### src/rtl/ppc_pkg.sv
// Constants shared by the port pin controller and its edge detector.
// Assumes an APB master with 32-bit data and word-aligned addresses.
package ppc_pkg;
   localparam int PPC_PINS = 8;
   localparam int PPC_OE_LINES = 16;
   localparam int PPC_SEL_W = 4;
   localparam int PPC_ADDR_W = 12;
   localparam int PPC_DM_W = 3;
   localparam int PPC_IT_W = 2;
   localparam int PPC_TH_W = 2;

   // Port-form register byte addresses.
   localparam logic [11:0] PPC_OFS_OUT = 12'h000;
   localparam logic [11:0] PPC_OFS_IN = 12'h004;
   localparam logic [11:0] PPC_OFS_DM0 = 12'h008;
   localparam logic [11:0] PPC_OFS_DM1 = 12'h00C;
   localparam logic [11:0] PPC_OFS_DM2 = 12'h010;
   localparam logic [11:0] PPC_OFS_SLW = 12'h014;
   localparam logic [11:0] PPC_OFS_IBD = 12'h018;
   localparam logic [11:0] PPC_OFS_BIE = 12'h01C;
   localparam logic [11:0] PPC_OFS_ITL = 12'h020;
   localparam logic [11:0] PPC_OFS_ITH = 12'h024;
   localparam logic [11:0] PPC_OFS_STAT = 12'h028;
   localparam logic [11:0] PPC_OFS_CTL = 12'h02C;
   localparam logic [11:0] PPC_OFS_REG = 12'h030;
   localparam logic [11:0] PPC_OFS_SIO = 12'h034;
   localparam logic [11:0] PPC_OFS_OESEL = 12'h038;
   // Pin-form registers: one word per pin from this base.
   localparam logic [11:0] PPC_OFS_PIN0 = 12'h040;
   localparam logic [11:0] PPC_OFS_PINEND = 12'h060;

   // Pin-form field positions.
   localparam int PPC_PF_OUT = 0;
   localparam int PPC_PF_IN = 1;
   localparam int PPC_PF_DM = 2;
   localparam int PPC_PF_SLW = 5;
   localparam int PPC_PF_IBD = 6;
   localparam int PPC_PF_BIE = 7;

   localparam logic [31:0] PPC_ZERO = 32'h0000_0000;

   typedef enum logic [2:0]
   {
      PPC_DM_ANALOG = 3'b000,
      PPC_DM_DIGZ = 3'b001,
      PPC_DM_RPU = 3'b010,
      PPC_DM_RPD = 3'b011,
      PPC_DM_ODL = 3'b100,
      PPC_DM_ODH = 3'b101,
      PPC_DM_STRONG = 3'b110,
      PPC_DM_RBOTH = 3'b111
   } ppc_dm_t;

   typedef enum logic [1:0]
   {
      PPC_IT_OFF = 2'b00,
      PPC_IT_RISE = 2'b01,
      PPC_IT_FALL = 2'b10,
      PPC_IT_BOTH = 2'b11
   } ppc_it_t;
endpackage

### src/rtl/ppc_evt_if.sv
// Carries pin samples, edge types and events to and from the edge unit.
// Assumes a single clock shared by both ends.
`timescale 1ns/1ps
interface ppc_evt_if;
   import ppc_pkg::*;
   logic [PPC_PINS-1:0] pin_sync;
   logic [PPC_PINS*PPC_IT_W-1:0] edge_type;
   logic [PPC_PINS-1:0] event_hit;
   modport ctl (output pin_sync, output edge_type, input event_hit);
   modport det (input pin_sync, input edge_type, output event_hit);
endinterface

### src/rtl/ppc_edge_unit.sv
// Per-pin edge detector of the port event unit.
// Assumes pin_sync is already synchronised to the clock.
`timescale 1ns/1ps
module ppc_edge_unit
   import ppc_pkg::*;
(
   input wire logic I_CLOCK,
   input wire logic I_RESET,
   ppc_evt_if.det evt
);
   logic [PPC_PINS-1:0] prev_r;
   logic [PPC_PINS-1:0] hit_nxt;

   always_ff @(posedge I_CLOCK)
   begin
      if (I_RESET)
         prev_r <= '0;
      else
         prev_r <= evt.pin_sync;
   end

   // Edges only; a held level never repeats an event.
   always_comb
   begin
      for (int i = 0; i < PPC_PINS; i++)
      begin
         unique case (ppc_it_t'(evt.edge_type[i*PPC_IT_W +: PPC_IT_W]))
            PPC_IT_OFF: hit_nxt[i] = 1'b0;
            PPC_IT_RISE: hit_nxt[i] = evt.pin_sync[i] & ~prev_r[i];
            PPC_IT_FALL: hit_nxt[i] = ~evt.pin_sync[i] & prev_r[i];
            PPC_IT_BOTH: hit_nxt[i] = evt.pin_sync[i] ^ prev_r[i];
         endcase
      end
   end

   assign evt.event_hit = hit_nxt;
endmodule

### src/rtl/ppc_port.sv
// What this block does
// - Resistive pull modes: resistor one way, strong other.
// - Open-drain: low mode drives 0, high drives 1.
// - Strong mode drives both levels.
// - Resistive-both pulls up or down by data.
// - Regulated special pin blocks resistive modes.
// - Port-form registers, one bit per pin.
// - Pin-form register shares the same state.
// - Routed output enable switches input and output.
// - Sixteen enable lines, each to any pins.
// - Edge rate per pin, strong and open-drain only.
// - Eight pins feed one event unit request.
// - Edge type per pin: rise, fall, both, off.
// - Selected edge sets status bit and request.
// - Edge detection runs in every low-power mode.
// - Edges only; no level interrupts.
// - Port threshold select CMOS or LVTTL.
// - Input buffer disable per pin.
// - Reset: analog high impedance everywhere.
// - Pin state held through low-power modes.
// - Special pin high level: supply or regulated.
// - Pin pairs share a four-choice threshold.
// - Three-bit drive mode encoding.
// - Digital high-Z: driver off, input on.
//
// APB slave for one eight-pin port with pin drive and edge events.
// Assumes pins arrive asynchronously and the pad decodes the drive outputs.
`timescale 1ns/1ps
module ppc_port
   import ppc_pkg::*;
#(
   parameter int PINS = PPC_PINS,
   parameter int OE_LINES = PPC_OE_LINES
)
(
   input wire logic I_CLOCK,
   input wire logic I_RESET,
   input wire logic I_PSEL,
   input wire logic I_PENABLE,
   input wire logic I_PWRITE,
   input wire logic [PPC_ADDR_W-1:0] I_PADDR,
   input wire logic [31:0] I_PWDATA,
   output logic [31:0] O_PRDATA,
   output logic O_PREADY,
   output logic O_PSLVERR,
   input wire logic [PINS-1:0] I_PIN,
   input wire logic [OE_LINES-1:0] I_OE_BUS,
   input wire logic [PINS-1:0] I_SYS_OUT,
   input wire logic [PINS-1:0] I_BYPASS,
   output logic [PINS-1:0] O_PIN,
   output logic [PINS-1:0] O_PIN_OE_N,
   output logic [PINS-1:0] O_PULL_UP,
   output logic [PINS-1:0] O_PULL_DOWN,
   output logic [PINS-1:0] O_IN_BUF_EN,
   output logic [PINS-1:0] O_SLOW_EDGE,
   output logic [PINS-1:0] O_PIN_IN,
   output logic O_LVTTL,
   output logic [PINS-1:0] O_REG_LEVEL,
   output logic [PINS*PPC_TH_W/2-1:0] O_PAIR_THRESH,
   output logic O_PORT_IRQ
);
   ////////////////////////////////////////////////////////////////////////
   // Configuration state. Every field lives once; both register forms
   // address the same flops so either write view sees the other.

   logic [PINS-1:0] out_latch_r;
   logic [PINS-1:0] dm0_r;
   logic [PINS-1:0] dm1_r;
   logic [PINS-1:0] dm2_r;
   logic [PINS-1:0] slw_r;
   logic [PINS-1:0] ibd_r;
   logic [PINS-1:0] bie_r;
   logic [PINS-1:0] itl_r;
   logic [PINS-1:0] ith_r;
   logic [PINS-1:0] stat_r;
   logic lvttl_r;
   logic [PINS-1:0] reg_r;
   logic [PINS*PPC_TH_W/2-1:0] sio_th_r;
   logic [PINS*4-1:0] oe_sel_r;
   logic [PINS-1:0] sync1_r;
   logic [PINS-1:0] sync2_r;

   logic wr;
   logic rd;
   logic [PPC_ADDR_W-1:0] pin_ofs;
   logic pin_hit;
   logic [2:0] pin_idx;
   logic [PINS-1:0] pin_mask;
   logic [PINS-1:0] stat_keep;
   logic addr_ok;

   ppc_evt_if evt ();

   assign wr = I_PSEL & I_PENABLE & I_PWRITE;
   assign rd = I_PSEL & I_PENABLE & ~I_PWRITE;
   assign pin_hit = (I_PADDR >= PPC_OFS_PIN0) && (I_PADDR < PPC_OFS_PINEND);
   assign pin_ofs = I_PADDR - PPC_OFS_PIN0;
   assign pin_idx = pin_ofs[4:2];
   assign pin_mask = pin_hit ? PINS'(1) << pin_idx : '0;

   // Writes a full port-form word, or one pin bit from a pin-form word.
   function automatic logic [PINS-1:0] upd(input logic [PINS-1:0] cur,
      input logic port_sel, input int fld);
      logic [PINS-1:0] v;
      v = cur;
      if (port_sel)
         v = I_PWDATA[PINS-1:0];
      else if (|pin_mask)
         v = (cur & ~pin_mask) | ({PINS{I_PWDATA[fld]}} & pin_mask);
      return v;
   endfunction

   ////////////////////////////////////////////////////////////////////////
   // Register writes; reset leaves all pins analog high impedance.

   always_ff @(posedge I_CLOCK)
   begin
      if (I_RESET)
      begin
         out_latch_r <= '0;
         dm0_r <= '0;
         dm1_r <= '0;
         dm2_r <= '0;
         slw_r <= '0;
         ibd_r <= '0;
         bie_r <= '0;
      end
      else if (wr)
      begin
         out_latch_r <= upd(out_latch_r, I_PADDR == PPC_OFS_OUT, PPC_PF_OUT);
         dm0_r <= upd(dm0_r, I_PADDR == PPC_OFS_DM0, PPC_PF_DM);
         dm1_r <= upd(dm1_r, I_PADDR == PPC_OFS_DM1, PPC_PF_DM + 1);
         dm2_r <= upd(dm2_r, I_PADDR == PPC_OFS_DM2, PPC_PF_DM + 2);
         slw_r <= upd(slw_r, I_PADDR == PPC_OFS_SLW, PPC_PF_SLW);
         ibd_r <= upd(ibd_r, I_PADDR == PPC_OFS_IBD, PPC_PF_IBD);
         bie_r <= upd(bie_r, I_PADDR == PPC_OFS_BIE, PPC_PF_BIE);
      end
   end

   always_ff @(posedge I_CLOCK)
   begin
      if (I_RESET)
      begin
         itl_r <= '0;
         ith_r <= '0;
         lvttl_r <= 1'b0;
         reg_r <= '0;
         sio_th_r <= '0;
         oe_sel_r <= '0;
      end
      else if (wr)
      begin
         if (I_PADDR == PPC_OFS_ITL)
            itl_r <= I_PWDATA[PINS-1:0];
         if (I_PADDR == PPC_OFS_ITH)
            ith_r <= I_PWDATA[PINS-1:0];
         if (I_PADDR == PPC_OFS_CTL)
            lvttl_r <= I_PWDATA[0];
         if (I_PADDR == PPC_OFS_REG)
            reg_r <= I_PWDATA[PINS-1:0];
         if (I_PADDR == PPC_OFS_SIO)
            sio_th_r <= I_PWDATA[PINS*PPC_TH_W/2-1:0];
         if (I_PADDR == PPC_OFS_OESEL)
            oe_sel_r <= I_PWDATA[PINS*4-1:0];
      end
   end

   ////////////////////////////////////////////////////////////////////////
   // Pin input synchroniser and the edge unit. The detector needs no
   // wake-up path: it runs on the always-on clock in every power mode.

   always_ff @(posedge I_CLOCK)
   begin
      if (I_RESET)
      begin
         sync1_r <= '0;
         sync2_r <= '0;
      end
      else
      begin
         sync1_r <= I_PIN;
         sync2_r <= sync1_r;
      end
   end

   always_comb
   begin
      for (int i = 0; i < PINS; i++)
      begin
         evt.edge_type[i*PPC_IT_W] = itl_r[i];
         evt.edge_type[i*PPC_IT_W + 1] = ith_r[i];
      end
   end
   // A disabled input buffer blocks events from that pin.
   assign evt.pin_sync = sync2_r & ~ibd_r;

   ppc_edge_unit u_edge
   (
      .I_CLOCK(I_CLOCK),
      .I_RESET(I_RESET),
      .evt(evt.det)
   );

   assign stat_keep = (rd && I_PADDR == PPC_OFS_STAT) ?
      stat_r & ~O_PRDATA[PINS-1:0] : stat_r;

   // A read clears only the bits it returned; a set in that cycle wins.
   always_ff @(posedge I_CLOCK)
   begin
      if (I_RESET)
         stat_r <= '0;
      else
         stat_r <= stat_keep | evt.event_hit;
   end

   always_ff @(posedge I_CLOCK)
   begin
      if (I_RESET)
         O_PORT_IRQ <= 1'b0;
      else
         O_PORT_IRQ <= |(stat_keep | evt.event_hit);
   end

   ////////////////////////////////////////////////////////////////////////
   // Pad drive decode. Outputs are registered, so pads settle one clock
   // after a configuration or data change, and hold in low-power modes.

   always_ff @(posedge I_CLOCK)
   begin
      if (I_RESET)
      begin
         O_PIN <= '0;
         O_PIN_OE_N <= '1;
         O_PULL_UP <= '0;
         O_PULL_DOWN <= '0;
         O_IN_BUF_EN <= '0;
         O_SLOW_EDGE <= '0;
      end
      else
      begin
         for (int i = 0; i < PINS; i++)
         begin
            logic d;
            logic oe;
            ppc_dm_t dm;
            d = I_BYPASS[i] ? I_SYS_OUT[i] : out_latch_r[i];
            dm = ppc_dm_t'({dm2_r[i], dm1_r[i], dm0_r[i]});
            // Pull modes are refused on a regulated special pin.
            if (reg_r[i] && (dm == PPC_DM_RPU || dm == PPC_DM_RPD ||
               dm == PPC_DM_RBOTH))
               dm = PPC_DM_DIGZ;
            oe = bie_r[i] ? I_OE_BUS[oe_sel_r[i*4 +: 4]] : 1'b1;
            if (!oe)
               dm = PPC_DM_DIGZ;
            O_PIN[i] <= d;
            O_PIN_OE_N[i] <= 1'b1;
            O_PULL_UP[i] <= 1'b0;
            O_PULL_DOWN[i] <= 1'b0;
            O_SLOW_EDGE[i] <= 1'b0;
            O_IN_BUF_EN[i] <= (dm != PPC_DM_ANALOG) & ~ibd_r[i];
            unique case (dm)
               PPC_DM_ANALOG: O_IN_BUF_EN[i] <= 1'b0;
               PPC_DM_DIGZ: O_PIN_OE_N[i] <= 1'b1;
               PPC_DM_RPU:
               begin
                  O_PIN_OE_N[i] <= d;
                  O_PULL_UP[i] <= d;
               end
               PPC_DM_RPD:
               begin
                  O_PIN_OE_N[i] <= ~d;
                  O_PULL_DOWN[i] <= ~d;
               end
               PPC_DM_ODL:
               begin
                  O_PIN_OE_N[i] <= d;
                  O_SLOW_EDGE[i] <= slw_r[i];
               end
               PPC_DM_ODH:
               begin
                  O_PIN_OE_N[i] <= ~d;
                  O_SLOW_EDGE[i] <= slw_r[i];
               end
               PPC_DM_STRONG:
               begin
                  O_PIN_OE_N[i] <= 1'b0;
                  O_SLOW_EDGE[i] <= slw_r[i];
               end
               PPC_DM_RBOTH:
               begin
                  O_PULL_UP[i] <= d;
                  O_PULL_DOWN[i] <= ~d;
               end
            endcase
         end
      end
   end

   always_ff @(posedge I_CLOCK)
   begin
      if (I_RESET)
      begin
         O_LVTTL <= 1'b0;
         O_REG_LEVEL <= '0;
         O_PAIR_THRESH <= '0;
         O_PIN_IN <= '0;
      end
      else
      begin
         O_LVTTL <= lvttl_r;
         O_REG_LEVEL <= reg_r;
         O_PAIR_THRESH <= sio_th_r;
         O_PIN_IN <= sync2_r & ~ibd_r;
      end
   end

   ////////////////////////////////////////////////////////////////////////
   // APB read path; zero-wait, unmapped addresses answer with an error.

   function automatic logic [31:0] ext(input logic [PINS-1:0] v);
      return {{(32-PINS){1'b0}}, v};
   endfunction

   assign addr_ok = pin_hit || (I_PADDR <= PPC_OFS_OESEL &&
      I_PADDR[1:0] == 2'b00);

   always_ff @(posedge I_CLOCK)
   begin
      if (I_RESET)
      begin
         O_PRDATA <= PPC_ZERO;
         O_PREADY <= 1'b0;
         O_PSLVERR <= 1'b0;
      end
      else
      begin
         O_PREADY <= I_PSEL & ~I_PENABLE;
         O_PSLVERR <= I_PSEL & ~I_PENABLE & ~addr_ok;
         O_PRDATA <= PPC_ZERO;
         if (I_PSEL && !I_PENABLE && !I_PWRITE)
         begin
            if (pin_hit)
               O_PRDATA <= ext({bie_r[pin_idx], ibd_r[pin_idx],
                  slw_r[pin_idx], dm2_r[pin_idx], dm1_r[pin_idx],
                  dm0_r[pin_idx], sync2_r[pin_idx], out_latch_r[pin_idx]});
            else
               unique case (I_PADDR)
                  PPC_OFS_OUT: O_PRDATA <= ext(out_latch_r);
                  PPC_OFS_IN: O_PRDATA <= ext(sync2_r);
                  PPC_OFS_DM0: O_PRDATA <= ext(dm0_r);
                  PPC_OFS_DM1: O_PRDATA <= ext(dm1_r);
                  PPC_OFS_DM2: O_PRDATA <= ext(dm2_r);
                  PPC_OFS_SLW: O_PRDATA <= ext(slw_r);
                  PPC_OFS_IBD: O_PRDATA <= ext(ibd_r);
                  PPC_OFS_BIE: O_PRDATA <= ext(bie_r);
                  PPC_OFS_ITL: O_PRDATA <= ext(itl_r);
                  PPC_OFS_ITH: O_PRDATA <= ext(ith_r);
                  PPC_OFS_STAT: O_PRDATA <= ext(stat_r);
                  PPC_OFS_CTL: O_PRDATA <= {31'h0000_0000, lvttl_r};
                  PPC_OFS_REG: O_PRDATA <= ext(reg_r);
                  PPC_OFS_SIO: O_PRDATA <= {24'h00_0000, sio_th_r};
                  PPC_OFS_OESEL: O_PRDATA <= oe_sel_r;
                  default: O_PRDATA <= PPC_ZERO;
               endcase
         end
      end
   end
endmodule
### config.mk
export PLATFORM = sky130hd
export DESIGN_NAME = ppc_port
export DESIGN_NICKNAME = d
export VERILOG_FILES = /design/src/rtl/ppc_pkg.sv /design/src/rtl/ppc_evt_if.sv /design/src/rtl/ppc_edge_unit.sv /design/src/rtl/ppc_port.sv
export SDC_FILE = /design/constraint.sdc
export NUM_CORES = 1
export LEC_CHECK = 0
export BUFFER_PORTS_ARGS = -buffer_cell sky130_fd_sc_hd__buf_4
export CAP_MARGIN = 20
export CORE_MARGIN = 4
export CORE_UTILIZATION = 40
export CTS_CLUSTER_SIZE = 28
export DETAILED_ROUTE_END_ITERATION = 8
export PLACE_DENSITY_LB_ADDON = 0.25
export SLEW_MARGIN = 0
export SYNTH_ARGS = -nofsm -noshare
export SYNTH_HDL_FRONTEND = slang
export SYNTH_SLANG_ARGS = --single-unit
### constraint.sdc
create_clock -name I_CLOCK -period 2.5 [get_ports I_CLOCK]
set_input_delay 0 -clock I_CLOCK [delete_from_list [all_inputs] [get_ports I_CLOCK]]
set_output_delay 0 -clock I_CLOCK [all_outputs]
set_load 0.01 [all_outputs]
==> results of run 1 <==
## layout make-up
| class | count | area [µm²] | area share, % |
|---|---|---|---|
| Multi-Input combinational cell | 1052 | 7060 | 42.8 |
| Sequential cell | 253 | 5070 | 30.7 |
| Timing Repair Buffer | 338 | 2740 | 16.6 |
| Clock buffer | 36 | 792 | 4.80 |
| Tap cell | 402 | 503 | 3.05 |
| Clock inverter | 15 | 211 | 1.28 |
| Inverter | 35 | 131 | 0.796 |
## timing repair
item	CTS	global route
hold endpoints to repair	146	0
hold buffers	59	0
resized for setup	0	2
endpoints found under the setup margin	0	1
## power groups by stage
stage | Sequential [mW] | Combinational (mW) | Clock [mW]
2_1_floorplan | 4.16 | 0.314 | 0
3_3_place_gp | 4.16 | 0.614 | 0
3_5_place_dp | 4.16 | 0.619 | 0
4_1_cts | 4.07 | 0.693 | 4.53
5_1_grt | 4.07 | 0.742 | 4.72
6_report | 4.07 | 0.707 | 4.47
## tightest hold or removal path: stages
cell and delay [ns]:
sky130_fd_sc_hd__buf_4 0.11, sky130_fd_sc_hd__mux2i_1 0.31, sky130_fd_sc_hd__nor4_1 0.12
## cells by family (layout without fill, tap and decap cells)
group / after synthesis / count (layout) / synth area share, %
AO/OA/AOI/OAI: 371 / 371 / 18.1
XOR/XNOR: 8 / 8 / 0.550
adder cells (fa/ha/maj): 16 / 16 / 1.57
buffers and inverters: 147 / 424 / 4.87
flip-flops: 253 / 253 / 39.8
multiplexers: 119 / 119 / 14.3
AND/OR/NAND/NOR: 538 / 538 / 20.7
## worst min-delay path by stage
| stage | start | end | slack [ns] | cells past startpoint |
|---|---|---|---|---|
| floorplan | I_RESET | O_PREADY | 0.1 | 1 |
| global placement | I_PIN[1] | sync1_r[1] | 0.22 | 2 |
| detailed placement | I_PIN[0] | sync1_r[0] | 0.22 | 2 |
| CTS | I_PWRITE | stat_r[2] | 0.02 | 6 |
| global route | I_BYPASS[7] | O_PULL_UP[7] | 0.06 | 3 |
| finish | I_BYPASS[5] | O_PULL_UP[5] | 0.04 | 3 |
## layer usage
metal | global-route usage [%] | vias to the layer above
met5 | 0 | -
met4 | 12.1 | 0
met3 | 6.34 | 130
met2 | 42.2 | 701
met1 | 36.2 | 5956
li1 | - | 5727
## stage by stage
| step | utilization [%] | setup slack [ns] |
|---|---|---|
| global route | 52.4 | 0.0348 |
| global placement | 47.4 | 0.250 |
| detailed placement | 47.4 | 0.219 |
| CTS | 52.4 | 0.191 |
| floorplan | - | 0.543 |
| finish | 52.4 | 0.158 |
## placed cells by master (no fill, tap or decap), drive strengths merged, types with 10 or more instances in the layout
| cell | n |
|---|---|
| a211oi | 64 |
| a21oi | 151 |
| a31oi | 11 |
| and2 | 27 |
| buf | 279 |
| clkbuf | 36 |
| dfxtp | 253 |
| dlygate4sd3 | 59 |
| ha | 16 |
| inv | 36 |
| mux2 | 17 |
| mux2i | 53 |
| mux4 | 49 |
| nand2 | 234 |
| nand2b | 31 |
| nand3 | 25 |
| nor2 | 86 |
| nor2b | 50 |
| nor3 | 26 |
| nor3b | 10 |
| nor4 | 19 |
| o21ai | 38 |
| o22ai | 62 |
==> out/summary.txt, run 1 <==
=========================================================================================
Count of endpoints failing hold in the final timing report .................            0
Highest net fanout along the worst path ....................................            5
Post-DP HPWL ...............................................................      34.9 mm
Top cell type's share of synthesized area ..................................        39.8%
Count leader, synth ........................................................ sky130_fd_sc_hd__dfxtp_1
Total power draw ...........................................................      9.25 mW
NetSw ......................................................................      2.13 mW
Wl on met1 .................................................................      20.1 mm
Number of detailed-route iterations in the first pass ......................            6
Die width ..................................................................       186 µm
Violation count after the first detailed-routing iteration .................        1,366
Final hold slack ...........................................................    0.0377 ns
Wire length of the first global-routing pass ...............................      74.6 mm
Total power density per cell area ..........................................   560 nW/µm²
Unique cell type count in the Yosys netlist ................................           65
Crit Path Class ............................................................   reg -> reg
Most used standard cells in the synthesized netlist ........................ sky130_fd_sc_hd__dfxtp_1, sky130_fd_sc_hd__nand2_1, sky130_fd_sc_hd__a21oi_1, sky130_fd_sc_hd__nor2_1, sky130_fd_sc_hd__clkbuf_1
Vert. Die Dim ..............................................................       186 µm
Htree depth ................................................................            1
DRC violations left ........................................................            0
Highest clock rate .........................................................      427 MHz
Sequential area share after synthesis ......................................        39.8%
Proportion of register bits with asynchronous set or reset after synthesis .           0%
Area of the mapped netlist .................................................   12,700 µm²
Number of stages on the worst setup path ...................................            6
Clock insertion delay at the later pin of the skew report ..................      0.56 ns
Final weighted congestion of routability-driven global placement ...........        0.990
Final Max Slew Viols .......................................................            0
Switching share of power ...................................................        23.0%
Mapped Nets ................................................................        1,557
Synthesis warning total ....................................................            0
Total die area .............................................................   34,700 µm²
Worst R2R End .............................................................. O_IN_BUF_EN[5]
Fraction of layout cells with a size suffix above 1 ........................        24.5%
Core outline area ..........................................................   31,500 µm²
Internal power contribution ................................................      7.12 mW
Comb pwr share .............................................................         7.7%
Overall global routing resource usage ......................................        27.1%
Critical path required time ................................................      3.00 ns
Flop pwr share .............................................................        44.0%
Headroom to the max-slew limit .............................................        38.7%
Worst setup path end ....................................................... O_IN_BUF_EN[5]
Run status ................................................................. complete, no violations
Critical path buffers and inverters ........................................            1
Category of cells accounting for the largest share of critical-path delay .. multiplexers
Class of the most critical hold timing path ................................    in -> reg
Initial antenna violation count ............................................            0
Slowest stage cell, crit path .............................................. sky130_fd_sc_hd__mux4_2
TritonCTS Sinks ............................................................          253
# nets final ...............................................................        1,814
Maximum number of pins on one net before global-route repair ...............          196
Critical path endpoint category ............................................         flop
Critical path's largest stage delay ........................................      0.54 ns
Number of routed nets with antenna violations ..............................            0
Portion of total power attributed to the clock network .....................        48.4%
Clock tree root buffer cell ................................................ sky130_fd_sc_hd__clkbuf_16
Reported leakage power .....................................................      6.29 nW
CP startpoint kind .........................................................         flop
Post-synthesis register bit count ..........................................          253
Sequence of cells on the critical path ..................................... mux4_2 > mux2_2 > nand2_1 > o211ai_1 > a211oi_1 > buf_4
Maximum clock path buffer count ............................................            3
Number of buffers inserted by post-CTS setup repair ........................            0
I/O pin total ..............................................................          197
Total instance count after detailed placement ..............................        2,021
Input/output buffers .......................................................          196
Clock transition at the registers of the reported paths ....................      0.06 ns
Clock tree from TritonCTS ..................................................        built
Met3 wire length ...........................................................      5.15 mm
Congestion Overflow GR .....................................................            0
Amount of wire on met2 after detailed routing ..............................      21.4 mm
Total wirelength of the detailed-routed design .............................      49.1 mm
Cells taking the most area after synthesis ................................. sky130_fd_sc_hd__dfxtp_1, sky130_fd_sc_hd__mux4_2, sky130_fd_sc_hd__nand2_1, sky130_fd_sc_hd__a21oi_1, sky130_fd_sc_hd__mux2i_1
Number of enable flip-flop cells after synthesis ...........................            0
Total placed instance area .................................................   14,900 µm²
Maximum clock skew at final layout .........................................    0.0246 ns
Final critical path time including I/O delays and setup ....................      2.34 ns
Max-capacitance violation count ............................................            0
CTS buffer count ...........................................................           29
Topmost layer with routed signal wires .....................................         met4
Final clock period utilization by the worst path ...........................        93.7%
Via-per-instance ratio .....................................................         5.87
Initial Util ...............................................................        40.4%
Peak supply drop ...........................................................       384 µV
Number of placement rows ...................................................           65
Number of cells on the worst reg-to-reg path ...............................            6
Internal reg-to-reg setup slack ............................................      0.16 ns
Total via count after detailed routing .....................................       12,500
Average footprint of a synthesized cell ....................................     8.77 µm²
Arrival time of the worst setup path .......................................      2.84 ns
Area delta synth->final ....................................................        29.6%
Setup repair after global routing missed its margin ........................           no
Via count of the first global-routing pass .................................       12,100
Launch instance of the worst register-to-register path ..................... oe_sel_r[20]
Number of setup violations in the final report .............................            0
Fin Setup TNS ..............................................................         0 ns
Slew at the pin with the worst max-slew slack ..............................     0.920 ns
Summed area of non-filler cells in the final layout ........................   16,500 µm²
Commonest register cell after synthesis .................................... sky130_fd_sc_hd__dfxtp_1
Filler cell count ..........................................................        2,939
Biggest area consumer among synthesized cells .............................. sky130_fd_sc_hd__dfxtp_1
Count of antenna diodes in the layout ......................................            0
Launching instance or port of the critical path ............................ oe_sel_r[20]
Average wire length per cell after detail routing ..........................      23.0 µm
Number of cells in the finished layout apart from fillers ..................        2,131
Mapped Cells ...............................................................        1,452
=========================================================================================
Note: power is estimated with default switching activity, not from simulation.
==> inputs of run 2 (changes only) <==
==> constraint.sdc (replaced) <==
create_clock -name I_CLOCK -period 2.15 [get_ports I_CLOCK]
set_input_delay 0 -clock I_CLOCK [delete_from_list [all_inputs] [get_ports I_CLOCK]]
set_output_delay 0 -clock I_CLOCK [all_outputs]
set_load 0.01 [all_outputs]
==> run 2 against run 1 <==
Sequential power up 16%. Core utilization up 1.7 points. Final cell count up 2.3%. Largest cell class unchanged. First-iteration DRC count down 5.1%. Largest power group unchanged. Sequential cell count unchanged. Sequential share of layout area down 0.95 points. Register-to-register slack worse by 0.08 ns. Power up 19%. Clock skew down 0.011 ns. Critical path depth up 3. Combinational power up 19%. Critical path type unchanged. Clock power up 22%.
==> out/summary.txt, run 2 (synthesis gave the netlist of run 1 again) <==
========================================================================================
Class of the most critical hold timing path ...............................    in -> reg
I/O pin total .............................................................          197
Number of placement rows ..................................................           65
CTS buffer count ..........................................................           28
Maximum number of pins on one net before global-route repair ..............          107
Maximum clock skew at final layout ........................................    0.0132 ns
Number of cells in the finished layout apart from fillers .................        2,180
Worst R2R End .............................................................   O_PORT_IRQ
# nets final ..............................................................        1,863
Area delta synth->final ...................................................        33.7%
Crit Path Class ...........................................................   reg -> reg
Initial Util ..............................................................        40.4%
Max-capacitance violation count ...........................................            0
Internal power contribution ...............................................      8.51 mW
Arrival time of the worst setup path ......................................      2.47 ns
Clock transition at the registers of the reported paths ...................      0.06 ns
Number of buffers inserted by post-CTS setup repair .......................            0
Highest clock rate ........................................................      482 MHz
Final Max Slew Viols ......................................................            0
Htree depth ...............................................................            1
Total power draw ..........................................................      11.0 mW
Final critical path time including I/O delays and setup ...................      2.08 ns
Wire length of the first global-routing pass ..............................      76.6 mm
Initial antenna violation count ...........................................            0
Total wirelength of the detailed-routed design ............................      50.4 mm
Via-per-instance ratio ....................................................         5.85
Clock tree root buffer cell ............................................... sky130_fd_sc_hd__clkbuf_16
Critical path buffers and inverters .......................................            1
Vert. Die Dim .............................................................       186 µm
Count of antenna diodes in the layout .....................................            0
Switching share of power ..................................................        22.7%
Average wire length per cell after detail routing .........................      23.1 µm
Post-DP HPWL ..............................................................      36.3 mm
Number of detailed-route iterations in the first pass .....................            5
Portion of total power attributed to the clock network ....................        49.4%
Comb pwr share ............................................................         7.6%
Total via count after detailed routing ....................................       12,800
Final weighted congestion of routability-driven global placement ..........        0.982
Count of endpoints failing hold in the final timing report ................            0
Final clock period utilization by the worst path ..........................        96.5%
Category of cells accounting for the largest share of critical-path delay . simple AND/OR/NAND/NOR gates
Clock tree from TritonCTS .................................................        built
Via count of the first global-routing pass ................................       12,400
Maximum clock path buffer count ...........................................            3
Worst setup path end ......................................................   O_PORT_IRQ
Peak supply drop ..........................................................       572 µV
Commonest non-fill, non-tap cell in the layout ............................ sky130_fd_sc_hd__buf_4
Setup repair after global routing missed its margin .......................           no
Total instance count after detailed placement .............................        2,067
Slew at the pin with the worst max-slew slack .............................     0.910 ns
Final core utilization ....................................................        54.1%
Flop pwr share ............................................................        42.9%
Highest net fanout along the worst path ...................................            3
TritonCTS Sinks ...........................................................          253
NetSw .....................................................................      2.50 mW
Overall global routing resource usage .....................................        27.9%
Number of cells on the worst reg-to-reg path ..............................            9
Filler cell count .........................................................        2,819
Internal reg-to-reg setup slack ...........................................      0.07 ns
Congestion Overflow GR ....................................................            0
Core outline area .........................................................   31,500 µm²
Total die area ............................................................   34,700 µm²
Run status ................................................................ complete, no violations
Fraction of layout cells with a size suffix above 1 .......................        26.7%
Leading cell types in the layout, fill and taps excluded .................. sky130_fd_sc_hd__buf_4, sky130_fd_sc_hd__dfxtp_1, sky130_fd_sc_hd__nand2_1, sky130_fd_sc_hd__a21oi_1, sky130_fd_sc_hd__nor2_1
Violation count after the first detailed-routing iteration ................        1,296
Number of routed nets with antenna violations .............................            0
Clock insertion delay at the later pin of the skew report .................      0.56 ns
Final hold slack ..........................................................    0.0242 ns
Critical path required time ...............................................      2.54 ns
Total power density per cell area .........................................   647 nW/µm²
DRC violations left .......................................................            0
Headroom to the max-slew limit ............................................        39.3%
Input/output buffers ......................................................          196
Number of stages on the worst setup path ..................................            9
Critical path's largest stage delay .......................................      0.55 ns
Reported leakage power ....................................................      6.58 nW
Number of setup violations in the final report ............................            0
Fin Setup TNS .............................................................         0 ns
CP startpoint kind ........................................................         flop
Die width .................................................................       186 µm
Critical path endpoint category ...........................................         flop
Slowest stage cell, crit path ............................................. sky130_fd_sc_hd__or4_1
Sequence of cells on the critical path .................................... nand2b_4 > inv_1 > ha_1 > nor2b_1 > o21ai_1 > o21ai_2 > or4_1 > nor3_2 > a31oi_1
========================================================================================
run 2: repair_timing:
action                                 4_1_cts  5_1_grt
endpoints found under the hold margin      145        0
resized for setup                            2       14
hold buffers                                63        0
setup endpoints to repair                    1        1
run 2: layer usage:
metal,vias up,track usage (%),wire [µm]
met5,-,0,0
met4,0,12.9,2680
met3,153,6.00,5210
met2,732,43.8,22200
met1,6033,37.2,20200
li1,5838,-,-
run 2: worst min path at each step:
stage	cells past startpoint	slack (ns)	to	start
2_1_floorplan	1	0.1	O_PREADY	I_RESET
3_3_place_gp	2	0.22	O_IN_BUF_EN[1]	I_RESET
3_5_place_dp	2	0.22	O_IN_BUF_EN[1]	I_RESET
4_1_cts	6	0.02	stat_r[5]	I_PWRITE
5_1_grt	6	0.07	stat_r[3]	I_PWRITE
6_report	3	0.02	O_PULL_UP[5]	I_BYPASS[5]
run 2: cell type report:
class                      instances  area [µm²]  share of cell area, %
clock buffer                      35         788                   4.63
clock inverter                    15         262                   1.54
inverter                          35         131                  0.772
multi-input combinational       1052        7110                   41.8
sequential                       253        5060                   29.8
tap                              402         503                   2.96
timing repair buffer             388        3160                   18.6
run 2: worst register-to-register path, cell delays in order (launching register included):
cell,delay (ns)
sky130_fd_sc_hd__dfxtp_1,0.34
sky130_fd_sc_hd__nand2b_4,0.14
sky130_fd_sc_hd__inv_1,0.04
sky130_fd_sc_hd__ha_1,0.26
sky130_fd_sc_hd__nor2b_1,0.04
sky130_fd_sc_hd__o21ai_1,0.17
sky130_fd_sc_hd__o21ai_2,0.10
sky130_fd_sc_hd__or4_1,0.55
sky130_fd_sc_hd__nor3_2,0.19
sky130_fd_sc_hd__a31oi_1,0.09
run 2: through the flow:
| stage | cell area, µm² | setup slack [ns] |
|---|---|---|
| after global placement | 15300 | 0.0450 |
| after detailed placement | 15300 | -0.0467 |
| after CTS | 17000 | 0.0313 |
| after floorplan | 12700 | 0.193 |
| after global routing | 17000 | 0.0144 |
| final | 17000 | 0.0749 |
run 2: power by group through the flow:
stage               Sequential (mW)  Combinational [mW]  Clock, mW
floorplan                      4.83               0.365          0
global placement               4.83               0.720          0
detailed placement             4.83               0.728          0
CTS                            4.73               0.822       5.54
global route                   4.73               0.888       5.73
finish                         4.73               0.841       5.45
==> inputs of run 3 (changes only) <==
--- a/config.mk
+++ b/config.mk
@@ -9,6 +9,7 @@
 export CAP_MARGIN = 20
 export CORE_MARGIN = 4
 export CORE_UTILIZATION = 40
+export CTS_BUF_LIST = sky130_fd_sc_hd__clkbuf_16
 export CTS_CLUSTER_SIZE = 28
 export DETAILED_ROUTE_END_ITERATION = 8
 export PLACE_DENSITY_LB_ADDON = 0.25
==> run 3 against run 2 <==
Sequential power about the same. Die area did not move. Register-to-register slack about the same. Critical path depth stayed put. Hold slack barely moved. Sequential share of layout area up 0.070 points. Final cell count unchanged. Clock power is 3% lower. Clock-buffer cell count fell by 6. Power fell by 1.6%. First-iteration DRC count down 4.3%. Critical path type unchanged.
==> out/summary.txt, run 3 (synthesis gave the netlist of run 1 again) <==
========================================================================================
Run status ................................................................ complete, no violations
TritonCTS Sinks ...........................................................          253
Number of placement rows ..................................................           65
Clock insertion delay at the later pin of the skew report .................      0.56 ns
Clock transition at the registers of the reported paths ...................      0.06 ns
Total instance count after detailed placement .............................        2,067
Number of cells in the finished layout apart from fillers .................        2,180
CTS buffer count ..........................................................           28
Overall global routing resource usage .....................................        27.9%
Commonest non-fill, non-tap cell in the layout ............................ sky130_fd_sc_hd__buf_4
Total die area ............................................................   34,700 µm²
Total power density per cell area .........................................   639 nW/µm²
Number of routed nets with antenna violations .............................            0
Via-per-instance ratio ....................................................         5.84
Category of cells accounting for the largest share of critical-path delay . simple AND/OR/NAND/NOR gates
Area delta synth->final ...................................................        33.4%
Vert. Die Dim .............................................................       186 µm
Slowest stage cell, crit path ............................................. sky130_fd_sc_hd__or4_1
Clock tree from TritonCTS .................................................        built
Critical path's largest stage delay .......................................      0.55 ns
Sequence of cells on the critical path .................................... nand2b_4 > inv_1 > ha_1 > nor2b_1 > o21ai_1 > o21ai_2 > or4_1 > nor3_2 > a31oi_1
Final critical path time including I/O delays and setup ...................      2.07 ns
Setup repair after global routing missed its margin .......................           no
Average wire length per cell after detail routing .........................      23.1 µm
Initial antenna violation count ...........................................            0
Class of the most critical hold timing path ...............................    in -> reg
Total via count after detailed routing ....................................       12,700
# nets final ..............................................................        1,863
Final clock period utilization by the worst path ..........................        96.3%
Initial Util ..............................................................        40.4%
Critical path buffers and inverters .......................................            1
Count of endpoints failing hold in the final timing report ................            0
Wire length of the first global-routing pass ..............................      76.6 mm
Final weighted congestion of routability-driven global placement ..........        0.982
Core outline area .........................................................   31,500 µm²
Die width .................................................................       186 µm
CP startpoint kind ........................................................         flop
Headroom to the max-slew limit ............................................        38.4%
Maximum clock skew at final layout ........................................    0.0136 ns
Final core utilization ....................................................        54.0%
Slew at the pin with the worst max-slew slack .............................     0.924 ns
Highest net fanout along the worst path ...................................            3
Final Max Slew Viols ......................................................            0
Total wirelength of the detailed-routed design ............................      50.3 mm
Peak supply drop ..........................................................       568 µV
Maximum clock path buffer count ...........................................            3
Critical path endpoint category ...........................................         flop
Congestion Overflow GR ....................................................            0
Max-capacitance violation count ...........................................            0
Count of antenna diodes in the layout .....................................            0
Number of setup violations in the final report ............................            0
Reported leakage power ....................................................      6.56 nW
Total power draw ..........................................................      10.8 mW
Post-DP HPWL ..............................................................      36.3 mm
I/O pin total .............................................................          197
Via count of the first global-routing pass ................................       12,400
DRC violations left .......................................................            0
Crit Path Class ...........................................................   reg -> reg
Fraction of layout cells with a size suffix above 1 .......................        26.5%
Clock tree root buffer cell ............................................... sky130_fd_sc_hd__clkbuf_16
Input/output buffers ......................................................          196
Critical path required time ...............................................      2.54 ns
Htree depth ...............................................................            1
Arrival time of the worst setup path ......................................      2.46 ns
Violation count after the first detailed-routing iteration ................        1,240
Highest clock rate ........................................................      483 MHz
Leading cell types in the layout, fill and taps excluded .................. sky130_fd_sc_hd__buf_4, sky130_fd_sc_hd__dfxtp_1, sky130_fd_sc_hd__nand2_1, sky130_fd_sc_hd__a21oi_1, sky130_fd_sc_hd__nor2_1
Fin Setup TNS .............................................................         0 ns
Maximum number of pins on one net before global-route repair ..............          107
Number of detailed-route iterations in the first pass .....................            5
========================================================================================
[run 3: per-layer routing]
layer | GRT usage, % | part of all wire [%]
met1 | 37.2 | 41
met4 | 12.8 | 5.3
met2 | 43.8 | 44
met3 | 6.00 | 9.7
met5 | 0 | 0
[run 3: path summary, 6_finish.rpt]
check / depth (start not counted) / endpoint / start / slack (ns)
worst min register to register: 1 / sync2_r[7] / sync1_r[7] / 0.45
worst max register to register: 9 / O_PORT_IRQ / flop / 0.08
worst max-delay path: 9 / O_PORT_IRQ / flop / 0.08
worst min-delay path: 3 / O_PULL_UP[5] / I_BYPASS[5] / 0.02
[run 3: power by group]
part / switching [mW] / internal [mW] / total [mW]
registers: 0.0152 / 4.71 / 4.73
clock network: 2.00 / 3.27 / 5.28
logic: 0.466 / 0.375 / 0.841
[run 3: worst min-delay path, delay by kind of cell]
kind | cells | cell delay [ns]
mux | 1 | 0.14
buf+inv | 1 | 0.08
simple gates | 1 | 0.29
[run 3: cell type report]
cell class / count / area, µm²
clock buffer: 29 / 726
clock inverter: 21 / 284
fill: 2823 / 14500
inverter: 35 / 131
tap: 402 / 503
multi-input combinational: 1052 / 7110
sequential: 253 / 5060
timing repair buffer: 388 / 3160
[run 3: metrics by stage]
step	setup WS, ns	hold WS [ns]	instance area, µm²
6_report	0.0801	0.0238	17000
3_5_place_dp	-0.0467	0.216	15300
4_1_cts	0.0311	0.0189	16900
3_3_place_gp	0.0450	0.218	15300
2_1_floorplan	0.193	0.0954	12700
5_1_grt	0.0145	0.0715	17000
[run 3: what timing repair did]
item,CTS,global route
gates resized for setup,2,14
hold buffers,63,0
setup buffers,0,0
endpoints found under the setup margin,1,1
endpoints found under the hold margin,145,0
